`config.mk`:
```
export PLATFORM = sky130hd
export DESIGN_NAME = spr_pin_router
export DESIGN_NICKNAME = d
export VERILOG_FILES = /design/src/pkg/spr_pkg.sv /design/src/design/spr_sync.sv /design/src/design/spr_pin_router.sv
export SDC_FILE = /design/constraint.sdc
export NUM_CORES = 1
export LEC_CHECK = 0
export ABC_AREA = 1
export BUFFER_PORTS_ARGS = -buffer_cell sky130_fd_sc_hd__buf_2
export CORE_MARGIN = 2
export CORE_UTILIZATION = 35
export DETAILED_ROUTE_END_ITERATION = 8
export PLACE_DENSITY_LB_ADDON = 0.2
export SYNTH_ARGS = -nofsm -noshare
export SYNTH_HDL_FRONTEND = slang
export SYNTH_SLANG_ARGS = --single-unit
```
`constraint.sdc`:
```
create_clock -name clk_sys -period 0.8 [get_ports clk_sys]
set_input_delay 0 -clock clk_sys [delete_from_list [all_inputs] [get_ports clk_sys]]
set_output_delay 0 -clock clk_sys [all_outputs]
set_load 0.005 [all_outputs]
```
`src/pkg/spr_pkg.sv`:
```
// Constants for the shared pin function routing block
package spr_pkg;

   // Pad indices
   localparam int NUM_PADS = 6;
   localparam int PAD_A0 = 0;
   localparam int PAD_A1 = 1;
   localparam int PAD_A2 = 2;
   localparam int PAD_A7 = 3;
   localparam int PAD_B3 = 4;
   localparam int PAD_B4 = 5;

   // Pad configuration field layout
   localparam int CFG_W = 4;
   localparam int CFG_A0_LSB = 0;
   localparam int CFG_A1_LSB = 4;
   localparam int CFG_A2_LSB = 8;
   localparam int CFG_A7_LSB = 12;
   localparam int CFG_B3_LSB = 12;
   localparam int CFG_B4_LSB = 0;

   // Pad configuration codes
   localparam logic [3:0] CFG_ANALOG = 4'h0;
   localparam logic [3:0] CFG_OUT = 4'h1;
   localparam logic [3:0] CFG_INPUT = 4'h4;
   localparam logic [3:0] CFG_OUT_OD = 4'h5;
   localparam logic [3:0] CFG_ALT_OUT = 4'h9;
   localparam logic [3:0] CFG_ALT_OD = 4'hD;

   // Control bit positions
   localparam int DBG_REGEN_OFF_BIT = 4;
   localparam int REMAP_T2C1_BIT = 4;
   localparam int REMAP_T2C3_BIT = 6;
   localparam int REMAP_T2C4_BIT = 7;
   localparam int UART_HANDSHAKE_BIT = 5;
   localparam int SPI_MASTER_BIT = 4;

   // Serial controller modes
   typedef enum logic [1:0] {
      SPR_MODE_OFF,
      SPR_MODE_UART,
      SPR_MODE_SPI,
      SPR_MODE_TWI
   } spr_mode_t;

endpackage

```
`src/design/spr_sync.sv`:
```
// Two-stage synchroniser for pad inputs
`timescale 1ns/1ns
`default_nettype none
module spr_sync
   import spr_pkg::*;
#(
   parameter int W = NUM_PADS
) (
   input wire logic clk_sys,
   input wire logic reset,
   input wire logic [W-1:0] async_in,
   output logic [W-1:0] sync_out
);

   typedef struct packed {
      logic [W-1:0] stage1;
      logic [W-1:0] stage2;
   } spr_sync_st_t;

   spr_sync_st_t st_r;
   spr_sync_st_t st_nxt;

   // First stage feeds only the second
   always_comb begin
      st_nxt.stage1 = async_in;
      st_nxt.stage2 = st_r.stage1;
   end

   // State register
   always_ff @(posedge clk_sys) begin
      if (reset) begin
         st_r <= '0;
      end else begin
         st_r <= st_nxt;
      end
   end

   assign sync_out = st_r.stage2;

endmodule
`default_nettype wire

```
`src/design/spr_pin_router.sv`:
```
// Pin function routing for six shared digital pads
`timescale 1ns/1ns
`default_nettype none
module spr_pin_router
   import spr_pkg::*;
(
   input wire logic clk_sys,
   input wire logic reset,
   // Pads
   input wire logic [NUM_PADS-1:0] pad_in,
   output logic [NUM_PADS-1:0] pad_out,
   output logic [NUM_PADS-1:0] pad_oe,
   // Configuration
   input wire logic [15:0] port_a_lower_pad_config,
   input wire logic [15:0] port_a_upper_pad_config,
   input wire logic [15:0] port_b_lower_pad_config,
   input wire logic [15:0] port_b_upper_pad_config,
   input wire logic [7:0] debug_pad_config,
   input wire logic [7:0] timer2_remap_reg,
   input wire logic [7:0] ser1_uart_config,
   input wire logic [7:0] ser1_spi_config,
   input wire logic [7:0] ser2_spi_config,
   input wire logic [1:0] ser1_mode_select,
   input wire logic [1:0] ser2_mode_select,
   // General-purpose I/O
   input wire logic [NUM_PADS-1:0] gpio_data_out,
   output logic [NUM_PADS-1:0] gpio_data_in,
   // Regulator enable request
   input wire logic ext_regulator_off,
   // Timers
   input wire logic timer1_channel4_out,
   input wire logic timer1_channel4_oe,
   input wire logic timer2_channel1_out,
   input wire logic timer2_channel1_oe,
   input wire logic timer2_channel3_out,
   input wire logic timer2_channel3_oe,
   input wire logic timer2_channel4_out,
   input wire logic timer2_channel4_oe,
   output logic timer1_channel4_in,
   output logic timer2_channel1_in,
   output logic timer2_channel3_in,
   output logic timer2_channel4_in,
   // Serial controller 1
   input wire logic ser1_request_to_send_n,
   input wire logic ser1_spi_clock_out,
   output logic ser1_clear_to_send_n,
   output logic ser1_spi_clock_in,
   output logic ser1_slave_select_n,
   // Serial controller 2
   input wire logic ser2_master_data_out,
   input wire logic ser2_slave_data_out,
   input wire logic ser2_two_wire_data_out,
   output logic ser2_master_data_in,
   output logic ser2_slave_data_in,
   output logic ser2_two_wire_data_in
);

   typedef struct packed {
      logic [NUM_PADS-1:0] pad_out;
      logic [NUM_PADS-1:0] pad_oe;
      logic [NUM_PADS-1:0] gpio_in;
      logic t1c4_in;
      logic t2c1_in;
      logic t2c3_in;
      logic t2c4_in;
      logic cts_n;
      logic sclk_in;
      logic ssel_n;
      logic s2_mosi_in;
      logic s2_miso_in;
      logic s2_sda_in;
   } spr_state_t;

   // Slave select and two-wire data idle high after reset; clear-to-send reads low (asserted)
   localparam spr_state_t ST_RESET = '{
      pad_out: '0, pad_oe: '0, gpio_in: '0,
      t1c4_in: 1'h0, t2c1_in: 1'h0, t2c3_in: 1'h0, t2c4_in: 1'h0,
      cts_n: 1'h0, sclk_in: 1'h0, ssel_n: 1'h1,
      s2_mosi_in: 1'h0, s2_miso_in: 1'h0, s2_sda_in: 1'h1};

   spr_state_t st_r;
   spr_state_t st_nxt;
   logic [NUM_PADS-1:0] pad_sync;

   // Pad inputs cross into clk_sys
   spr_sync #(
      .W(NUM_PADS)
   ) u_sync (
      .clk_sys(clk_sys),
      .reset(reset),
      .async_in(pad_in),
      .sync_out(pad_sync)
   );

   // Push-pull or open-drain drive, returns {oe, out}
   function automatic logic [1:0] drive(input logic od, input logic v);
      logic [1:0] r;
      r = od ? {~v, 1'h0} : {1'h1, v};
      return r;
   endfunction

   // General-purpose pad behaviour, returns {oe, out}
   function automatic logic [1:0] gpio_pin(input logic [3:0] cfg,
                                           input logic d);
      logic [1:0] r;
      case (cfg)
         CFG_OUT: r = drive(1'h0, d);
         CFG_OUT_OD: r = drive(1'h1, d);
         default: r = 2'h0;
      endcase
      return r;
   endfunction

   logic [3:0] cfg_a0;
   logic [3:0] cfg_a1;
   logic [3:0] cfg_a2;
   logic [3:0] cfg_a7;
   logic [3:0] cfg_b3;
   logic [3:0] cfg_b4;
   logic remap1;
   logic remap3;
   logic remap4;
   spr_mode_t mode1;
   spr_mode_t mode2;
   logic s1_master;
   logic s2_master;
   logic s1_handshake;

   // Field extraction
   assign cfg_a0 = port_a_lower_pad_config[CFG_A0_LSB +: CFG_W];
   assign cfg_a1 = port_a_lower_pad_config[CFG_A1_LSB +: CFG_W];
   assign cfg_a2 = port_a_lower_pad_config[CFG_A2_LSB +: CFG_W];
   assign cfg_a7 = port_a_upper_pad_config[CFG_A7_LSB +: CFG_W];
   assign cfg_b3 = port_b_lower_pad_config[CFG_B3_LSB +: CFG_W];
   assign cfg_b4 = port_b_upper_pad_config[CFG_B4_LSB +: CFG_W];
   assign remap1 = timer2_remap_reg[REMAP_T2C1_BIT];
   assign remap3 = timer2_remap_reg[REMAP_T2C3_BIT];
   assign remap4 = timer2_remap_reg[REMAP_T2C4_BIT];
   assign mode1 = spr_mode_t'(ser1_mode_select);
   assign mode2 = spr_mode_t'(ser2_mode_select);
   assign s1_master = ser1_spi_config[SPI_MASTER_BIT];
   assign s2_master = ser2_spi_config[SPI_MASTER_BIT];
   assign s1_handshake = ser1_uart_config[UART_HANDSHAKE_BIT];

   // Routing of all pads and peripheral inputs
   always_comb begin
      st_nxt = st_r;
      st_nxt.gpio_in = pad_sync;

      // Port A bit 7
      // regulator enable by default
      if (!debug_pad_config[DBG_REGEN_OFF_BIT]) begin
         {st_nxt.pad_oe[PAD_A7], st_nxt.pad_out[PAD_A7]} =
            drive(1'h1, ~ext_regulator_off);
      end else if (cfg_a7 == CFG_ALT_OUT && timer1_channel4_oe) begin
         {st_nxt.pad_oe[PAD_A7], st_nxt.pad_out[PAD_A7]} =
            drive(1'h0, timer1_channel4_out);
      end else begin
         {st_nxt.pad_oe[PAD_A7], st_nxt.pad_out[PAD_A7]} =
            gpio_pin(cfg_a7, gpio_data_out[PAD_A7]);
      end

      // Port B bit 3
      // timer 2 channel 3 remapped here
      if (cfg_b3 == CFG_ALT_OUT && timer2_channel3_oe && remap3) begin
         {st_nxt.pad_oe[PAD_B3], st_nxt.pad_out[PAD_B3]} =
            drive(1'h0, timer2_channel3_out);
      end else if (cfg_b3 == CFG_ALT_OUT && mode1 == SPR_MODE_SPI &&
                   s1_master) begin
         {st_nxt.pad_oe[PAD_B3], st_nxt.pad_out[PAD_B3]} =
            drive(1'h0, ser1_spi_clock_out);
      end else begin
         {st_nxt.pad_oe[PAD_B3], st_nxt.pad_out[PAD_B3]} =
            gpio_pin(cfg_b3, gpio_data_out[PAD_B3]);
      end

      // Port B bit 4
      // timer 2 channel 4 remapped here
      if (cfg_b4 == CFG_ALT_OUT && timer2_channel4_oe && remap4) begin
         {st_nxt.pad_oe[PAD_B4], st_nxt.pad_out[PAD_B4]} =
            drive(1'h0, timer2_channel4_out);
      end else if (cfg_b4 == CFG_ALT_OUT && mode1 == SPR_MODE_UART &&
                   s1_handshake) begin
         {st_nxt.pad_oe[PAD_B4], st_nxt.pad_out[PAD_B4]} =
            drive(1'h0, ser1_request_to_send_n);
      end else begin
         {st_nxt.pad_oe[PAD_B4], st_nxt.pad_out[PAD_B4]} =
            gpio_pin(cfg_b4, gpio_data_out[PAD_B4]);
      end

      // Port A bit 0
      // timer 2 channel 1 unless remapped
      if (cfg_a0 == CFG_ALT_OUT && timer2_channel1_oe && !remap1) begin
         {st_nxt.pad_oe[PAD_A0], st_nxt.pad_out[PAD_A0]} =
            drive(1'h0, timer2_channel1_out);
      // serial 2 master data out, timer wins
      end else if (cfg_a0 == CFG_ALT_OUT && mode2 == SPR_MODE_SPI &&
                   s2_master) begin
         {st_nxt.pad_oe[PAD_A0], st_nxt.pad_out[PAD_A0]} =
            drive(1'h0, ser2_master_data_out);
      end else begin
         {st_nxt.pad_oe[PAD_A0], st_nxt.pad_out[PAD_A0]} =
            gpio_pin(cfg_a0, gpio_data_out[PAD_A0]);
      end

      // Port A bit 1
      // timer 2 channel 3 unless remapped
      if (cfg_a1 == CFG_ALT_OUT && timer2_channel3_oe && !remap3) begin
         {st_nxt.pad_oe[PAD_A1], st_nxt.pad_out[PAD_A1]} =
            drive(1'h0, timer2_channel3_out);
      // serial 2 slave data out, timer wins
      end else if (cfg_a1 == CFG_ALT_OUT && mode2 == SPR_MODE_SPI &&
                   !s2_master) begin
         {st_nxt.pad_oe[PAD_A1], st_nxt.pad_out[PAD_A1]} =
            drive(1'h0, ser2_slave_data_out);
      end else if (cfg_a1 == CFG_ALT_OD && mode2 == SPR_MODE_TWI &&
                   !(timer2_channel3_oe && !remap3)) begin
         {st_nxt.pad_oe[PAD_A1], st_nxt.pad_out[PAD_A1]} =
            drive(1'h1, ser2_two_wire_data_out);
      end else begin
         {st_nxt.pad_oe[PAD_A1], st_nxt.pad_out[PAD_A1]} =
            gpio_pin(cfg_a1, gpio_data_out[PAD_A1]);
      end

      // Port A bit 2
      // timer 2 channel 4 unless remapped
      if (cfg_a2 == CFG_ALT_OUT && timer2_channel4_oe && !remap4) begin
         {st_nxt.pad_oe[PAD_A2], st_nxt.pad_out[PAD_A2]} =
            drive(1'h0, timer2_channel4_out);
      end else begin
         {st_nxt.pad_oe[PAD_A2], st_nxt.pad_out[PAD_A2]} =
            gpio_pin(cfg_a2, gpio_data_out[PAD_A2]);
      end

      // Timer capture inputs
      // fixed source for timer 1 channel 4
      st_nxt.t1c4_in = pad_sync[PAD_A7];
      // channel 1 only from port A bit 0
      st_nxt.t2c1_in = remap1 ? 1'h0 : pad_sync[PAD_A0];
      st_nxt.t2c3_in = remap3 ? pad_sync[PAD_B3] : pad_sync[PAD_A1];
      st_nxt.t2c4_in = remap4 ? pad_sync[PAD_B4] : pad_sync[PAD_A2];

      // Serial 1 inputs
      // clear-to-send when handshake on
      st_nxt.cts_n = (mode1 == SPR_MODE_UART && s1_handshake) ?
                     pad_sync[PAD_B3] : 1'h0;
      st_nxt.sclk_in = (mode1 == SPR_MODE_SPI && !s1_master) ?
                       pad_sync[PAD_B3] : 1'h0;
      st_nxt.ssel_n = (mode1 == SPR_MODE_SPI && !s1_master) ?
                      pad_sync[PAD_B4] : 1'h1;

      // Serial 2 inputs
      // slave receives data on port A bit 0
      st_nxt.s2_mosi_in = (mode2 == SPR_MODE_SPI && !s2_master) ?
                          pad_sync[PAD_A0] : 1'h0;
      // master reads data on port A bit 1
      st_nxt.s2_miso_in = (mode2 == SPR_MODE_SPI && s2_master) ?
                          pad_sync[PAD_A1] : 1'h0;
      st_nxt.s2_sda_in = (mode2 == SPR_MODE_TWI) ?
                         pad_sync[PAD_A1] : 1'h1;
   end

   // State register
   always_ff @(posedge clk_sys) begin
      if (reset) begin
         st_r <= ST_RESET;
      end else begin
         st_r <= st_nxt;
      end
   end

   // Registered outputs
   assign pad_out = st_r.pad_out;
   assign pad_oe = st_r.pad_oe;
   assign gpio_data_in = st_r.gpio_in;
   assign timer1_channel4_in = st_r.t1c4_in;
   assign timer2_channel1_in = st_r.t2c1_in;
   assign timer2_channel3_in = st_r.t2c3_in;
   assign timer2_channel4_in = st_r.t2c4_in;
   assign ser1_clear_to_send_n = st_r.cts_n;
   assign ser1_spi_clock_in = st_r.sclk_in;
   assign ser1_slave_select_n = st_r.ssel_n;
   assign ser2_master_data_in = st_r.s2_mosi_in;
   assign ser2_slave_data_in = st_r.s2_miso_in;
   assign ser2_two_wire_data_in = st_r.s2_sda_in;

endmodule
`default_nettype wire

```
Word level (Yosys, flattened, before mapping)

Cells that the tools add are included.

Order comparisons: 0
Eq/ne operators: 23
Add/subtract/negate cells: 0
Divide/modulo/power cells: 0
Reductions and logical operators: 39
Multiply operators: 0
Muxes and demuxes: 31
Bitwise gates (word level): 13
Shift operators: 0

Operator list:

| cell                 | number |
|---|---|
| $eq A4 B4 Y1 const B | 7 |
| $logic_and A1 B1 Y1  | 26 |
| $mux W1              | 25 |
| $eq A4 B1 Y1 const B | 6 |
| $eq A4 B3 Y1 const B | 6 |
| $pmux W2 S2          | 6 |
| $reduce_or A2 Y1     | 7 |
| $not A1 Y1           | 13 |
| $eq A2 B2 Y1 const B | 3 |
| $logic_not A1 Y1     | 6 |
| $eq A2 B1 Y1 const B | 1 |

Logic and storage cells: 122
Bits in latches: 0
Register bits after elaboration: 40
Memory bits (read-only): 0
Memories: 0
Output and inout bits: 28
RAM bits: 0

Depth between registers and ports, before layout

Gate-level depths: netlist of the first run.

Depth in word-level cells: 7
Depth in mapped cells: 8
Mapped depth without buffers: 8

Modules after synthesis

Synthesis of the first run repeated with hierarchy kept, for this count alone.

Cell total of the unflattened synthesis: 231
Area total of the unflattened synthesis: 1685.4 um^2

By module, submodules not included:

| module         | times used | sequential area each (um^2) | area each (um^2) | cells each |
|---|---|---|---|---|
| spr_pin_router | 1          | 540.5                       | 1343.8           | 194 |
| spr_sync       | 1          | 240.2                       | 341.6            | 37 |

Worst setup path after synthesis of the first run

OpenSTA, ideal clock, no wires.

Path kind: reg-to-reg
Start point: register u_sync.st_r (netlist bit u_sync.sync_out[4])
End point: register st_r (netlist bit ser1_clear_to_send_n)
Period minus slack after synthesis: 619 ps
Setup slack: 181 ps
Arrival: 527 ps
Required time: 708 ps
Setup time: 92 ps
Stages on the path, launching flop included: 3
Cells stage by stage: dfxtp_1 inv_1 nor4_1

RTL lines:

| element                | line                  | RTL |
|---|---|---|
| from (decl)            | spr_sync.sv:20        | `spr_sync_st_t st_r;` |
| from (signal assigned) | spr_sync.sv:34        | `st_r <= st_nxt;` |
| to (signal assigned)   | spr_pin_router.sv:268 | `st_r <= st_nxt;` |
| to (decl)              | spr_pin_router.sv:81  | `spr_state_t st_r;` |

No word-level cell between the ends.

Worst setup path after layout of the first run

Start point: input ser1_spi_config[4]
End point: register st_r (netlist bit ser1_spi_clock_in)

Cells in the longest elaborated chain, start to end: 4

Ends and longest elaborated chain:

| element                    | line                  | RTL |
|---|---|---|
| from (decl)                | spr_pin_router.sv:21  | `input wire logic [7:0] ser1_spi_config,` |
| $logic_not A1 Y1           | spr_pin_router.sv:247 | `st_nxt.sclk_in = (mode1 == SPR_MODE_SPI && !s1_master) ?` |
| $logic_and A1 B1 Y1        | spr_pin_router.sv:247 |  |
| $not A1 Y1 (no line)       | n/a                   |  |
| $reduce_or A2 Y1 (no line) | n/a                   |  |

No other way between the ends.
A chain may end at the register's enable or synchronous reset.

==> flow_summary.ini, run 1 <==
[run_status]
outcome = finished with violations
violations = hold timing

[worst_setup_path]
startpoint = ser1_spi_config[4]
cp_max_fo = 2
critPathKind = input port to register
rr_startpoint = u_sync.sync_out[4]
crit_required_ns = 0.99
path_buf_inv = 2
critical-path-top-delay-family = buffers and inverters
max_stage_delay_ns = 0.58
worstSetupEndpointType = register
crit_arrival_ns = 0.97
worstSetupStartpointType = input port
slowest_stage = dlygate4sd3_1
path_cells = buf_2 -> dlygate4sd3_1 -> nor4_1

[grt]
grt_usage = 0.1563
overflow = 0
grt_pass1_wl_microns = 6396
grt_max_degree = 16
grt_antenna_before_repair = 0
grt_pass1_vias = 1625

[clocking]
numCtsBuffers = 5
cts_root_buffer = clkbuf_8
tritoncts = yes
clock_path_buffers = 2
cts.sinks = 39
cts_max_level = 2
clkTransAtPathRegs_ns = 0.07
clock_latency_ns = 0.28
cts_setup_buffers = 0

[yosys]
synth_cell_types = 22
ys_top_cells_by_area = dfxtp_1 48%, inv_1 9.6%, nand2_1 9.1%, nor2_1 8.2%, nand3_1 5.2%
ys_seq_elements = 39
netlist_area_sq_mm = 0.001643
yosysMostFrequentCell = inv_1
synth_ff_type = dfxtp_1
synth_common_cells = 42 x inv_1, 40 x nand2_1, 39 x dfxtp_1
yosysWarnings = 0
yosysTopAreaCell = dfxtp_1
synth_nets = 365
yosysSeqAreaShare = 0.4752
synth_edf_count = 0
synthArstFlopShare = 0
syn_inst = 229
postSynthAreaPerCell_sq_um = 7.174
synth_top_area_share = 0.4752

[timing]
fin_hold_ws_ns = -0.005509
tns_ns = 0
slew_violations = 0
rsz0062_at_grt = no
slew_headroom = 0.8306
worst_pin_slew_ns = 0.2518
period_share = 0.9764
hold_viol = 2
max_freq_ghz = 1.280
finalClockSkew_ns = 0.001708
finalSetupViolCount = 0
finalCriticalPeriod_ns = 0.7811

[worst_hold_path]
min_from = port_a_upper_pad_config[13]
hold_path.class = input port to register

[die]
start_util = 0.3697
coreArea_sq_mm = 0.004444
die_w_microns = 72.51
pin_count = 164
rows = 24
die_h_microns = 72.51
die_area_sq_mm = 0.005258

[flow_run]
max_cap_violations = 0

[final_layout]
area_growth_pct = 51.94
fin_nets = 485
antenna_cells = 0
layout-drive-gt1-share = 0.3657

[route]
vias_per_cell = 4.231
dr.pass1.iters = 4
num_vias = 1701
drtIter0Drc = 25
drc = 0
routed_wirelength_microns = 3842
routedWlPerCell_microns = 9.557
final_antenna_net_count = 0

[power_and_ir_drop]
pwr-share-seq = 0.524
clock_power_share = 0.324
p_switching_uw = 929.1
power_frac_comb = 0.152
power_uw = 3850
switching_share = 0.2413
leakage_uw = 0.001354
power.density_mw_per_mm2 = 1543
internal-power_uw = 2921
peakVddDrop_v = 0.001218

[placed_design]
dpl.hpwl_microns = 2723
port_buffers = 90
place_congestion = 0.8094
[routing by layer]
metal | wire length (microns) | track usage | share of wire | vias up
li1 | - | - | - | 933
met1 | 1665 | 0.1728 | 0.43 | 713
met2 | 1875 | 0.2742 | 0.49 | 48
met3 | 231 | 0.04306 | 0.060 | 7
met4 | 69 | 0.07819 | 0.018 | 0
met5 | 0 | 0 | 0 | -
[state kept, by name, summed over array words and instances (netlist names), 6 cells and up]
name             cells
u_sync.sync_out      6
gpio_data_in         6
pad_out              6
pad_oe               6
u_sync.st_nxt        6
[logic make-up after synthesis]
family	synth area share
and+or+nand+nor	0.3351
buffers and inverters	0.1363
AOI/OAI and AO/OA	0.05332
DFF	0.4752
[cell usage in the layout, fill, tap and decap left out]
master / count
nor2_2: 7
a21oi_1: 6
buf_2: 89
inv_1: 41
clkbuf_1: 2
clkinv_2: 1
buf_12: 1
nand3b_1: 3
inv_2: 10
o21ai_0: 3
nor4_1: 4
dfxtp_1: 39
nand2_1: 40
a31oi_1: 1
dlygate4sd3_1: 25
clkinv_1: 1
nor2_4: 3
o21ai_1: 2
a21oi_2: 3
clkbuf_8: 5
nor2_1: 34
nand3_1: 17
nand4_1: 3
nand2_2: 7
buf_4: 2
nor3_1: 1
[worst min-delay path, stage by stage]
cell and delay, ns:
buf_2 0.07, nor2_1 0.06, nand4_1 0.07, a21oi_1 0.04
[final timing paths]
path,end,slack (ns),cells after the start
min,pad_out[3],-0.006,4
max,ser1_spi_clock_in,0.02,3
min reg2reg,u_sync.sync_out[4],0.40,2
max reg2reg,ser1_spi_clock_in,0.06,2
[power groups by stage]
stage	clock (uW)	sequential [uW]	combinational [uW]
detailed placement	0	2060	491
CTS	1310	2020	591
global route	1390	2020	663
global placement	0	2060	484
floorplan	0	2070	224
finish	1250	2020	585
[cell type report]
cell class	instances	area, sq um
sequential	39	780.7
multi-input combinational	134	643.1
fill	445	1948
clock inverter	1	5.005
timing repair buffer	117	730.7
inverter	52	195.2
clock buffer	7	76.32
tap	52	65.06
[stage by stage]
stage	hold WS (ns)	instances	instance area, sq um	setup WS [ns]	util
2_1_floorplan	0.07679	229	1643	0.1810	-
3_3_place_gp	0.1821	370	2165	0.07106	0.4871
3_5_place_dp	0.1881	370	2165	0.06534	0.4871
4_1_cts	-0.01817	404	2506	0.01613	0.5639
5_1_grt	0.005710	402	2496	0.0003257	0.5617
6_report	-0.005509	402	2496	0.01888	0.5617
[timing repair]
action / CTS / global route
gates resized for setup: 0 / 3
setup endpoints to repair: 0 / 3
endpoints found under the hold margin: 19 / 0
hold buffers: 26 / 0
Power figures use the tool's default switching activity.
==> inputs of run 2 (changes only) <==
Settings changed: CORE_UTILIZATION 35 to 36, SYNTH_HIERARCHICAL set to 1.
==> flow_summary.ini, run 2 <==
[worst_setup_path]
worstSetupStartpointType = input port
critPathKind = input port to register
crit_arrival_ns = 0.96
cp_max_fo = 2
rr_startpoint = u_sync/sync_out[1]
crit_required_ns = 0.97
worstSetupEndpointType = register
startpoint = ser1_uart_config[5]

[final_layout]
mostFrequentLayoutCell = buf_2
final_cell_mix = 89 x buf_2, 42 x inv_1, 39 x dfxtp_1
layout-drive-gt1-share = 0.3920
fin_nets = 487
antenna_cells = 0
fin_area_sq_mm = 0.002592
area_growth_pct = 53.82

[yosys]
netlist_area_sq_mm = 0.001685
postSynthAreaPerCell_sq_um = 7.296
ys_seq_elements = 39
syn_inst = 231
synth_edf_count = 0
synth_common_cells = 43 x inv_1, 39 x dfxtp_1, 36 x nor2_1
yosysTopAreaCell = dfxtp_1
synth_cell_types = 23
ys_top_cells_by_area = dfxtp_1 46%, inv_1 9.6%, nor2_1 8.0%, nand2_1 7.3%, nand3_1 4.2%
yosysSeqAreaShare = 0.4633
synth_ff_type = dfxtp_1
yosysWarnings = 6
yosysMostFrequentCell = inv_1
synth_nets = 367
synthArstFlopShare = 0
synth_top_area_share = 0.4633

[route]
dr.pass1.iters = 4
drtIter0Drc = 73
routed_wirelength_microns = 4045
routedWlPerCell_microns = 10.01
vias_per_cell = 4.297
final_antenna_net_count = 0
num_vias = 1736
drc = 0

[clocking]
tritoncts = yes
clock_path_buffers = 2
cts_root_buffer = clkbuf_8
cts_max_level = 2
clock_latency_ns = 0.28
cts.sinks = 39
clkTransAtPathRegs_ns = 0.07
numCtsBuffers = 5
cts_setup_buffers = 0

[grt]
grt_pass1_wl_microns = 7017
grt_usage = 0.1688
grt_pass1_vias = 1701
grt_antenna_before_repair = 0
grt_max_degree = 21
overflow = 0
met3_usage = 0.04306
use_met2 = 0.2966
met1_usage = 0.2033
top_usage_layer = met2

[power_and_ir_drop]
power_uw = 4294
power.density_mw_per_mm2 = 1656
peakVddDrop_v = 0.001506
leakage_uw = 0.001391

[timing]
period_share = 0.9868
worst_pin_slew_ns = 0.2225
hold_viol = 2
max_freq_ghz = 1.267
slew_violations = 0
finalCriticalPeriod_ns = 0.7894
setup_ws_ns = 0.01055
slew_headroom = 0.8505
fin_hold_ws_ns = -0.005829
finalSetupViolCount = 0
rsz0062_at_grt = no
tns_ns = 0
finalClockSkew_ns = 0.001828

[flow_run]
max_cap_violations = 0

[placed_design]
place_area_sq_mm = 0.002182
port_buffers = 90
dpl.hpwl_microns = 2934
place_congestion = 0.8368
pre_cts_slack_ns = 0.07853

[die]
die_h_microns = 72.42
rows = 24
die_area_sq_mm = 0.005245
die_w_microns = 72.42
coreArea_sq_mm = 0.004444
pin_count = 164
start_util = 0.3792

[run_status]
outcome = finished with violations
violations = hold timing

[worst_hold_path]
min_from = port_a_lower_pad_config[11]
hold_path.class = input port to register
-- run 2: final cells by class --
type / count / area, sq um
clock buffer: 6 / 82.58
clock inverter: 2 / 35.03
fill: 431 / 1852
inverter: 53 / 200.2
multi-input combinational: 134 / 683.2
sequential: 39 / 780.7
tap: 52 / 65.06
timing repair buffer: 118 / 745.7
-- run 2: worst max-delay path: stages --
cell and delay (ns):
dlygate4sd3_1 0.53, buf_2 0.13, nand2_2 0.07, nor2_2 0.04, o21ai_1 0.12, a21oi_1 0.07
-- run 2: kinds of logic (layout without fill, tap and decap cells) --
group / Yosys count / after routing / share of synthesized area
AOI/OAI and AO/OA: 17 / 17 / 0.05716
buffers and inverters: 58 / 179 / 0.1462
DFF: 39 / 39 / 0.4633
and+or+nand+nor: 117 / 117 / 0.3333
-- run 2: per-layer routing --
layer | wire, microns | up-vias
li1 | - | 933
met1 | 1787 | 733
met2 | 1882 | 65
met3 | 338 | 5
met4 | 37 | 0
met5 | 0 | -
-- run 2: path summary, 6_finish.rpt --
path,slack [ns],depth (start not counted),end
worst max-delay path,0.01,6,pad_oe[5]
worst min-delay path,-0.006,4,pad_oe[2]
worst max register to register,0.10,2,ser2_slave_data_in
worst min register to register,0.40,2,u_sync/sync_out[0]
-- run 2: timing repair --
item,CTS,global route
gates resized for setup,0,10
setup endpoints to repair,0,6
hold buffers,28,0
hold endpoints to repair,20,0
-- run 2: where the power goes --
group | total, uW | internal, uW | switching, uW | leakage [uW]
logic | 615 | 318 | 298 | 0.00101
clock network | 1660 | 1010 | 653 | 0.0000612
registers | 2020 | 2000 | 14.5 | 0.000319
total | 4290 | 3330 | 965 | 0.00139
-- run 2: through the flow --
step,instances,utilization
2_1_floorplan,231,-
3_3_place_gp,370,0.4910
3_5_place_dp,370,0.4910
4_1_cts,406,0.5805
5_1_grt,404,0.5833
6_report,404,0.5833
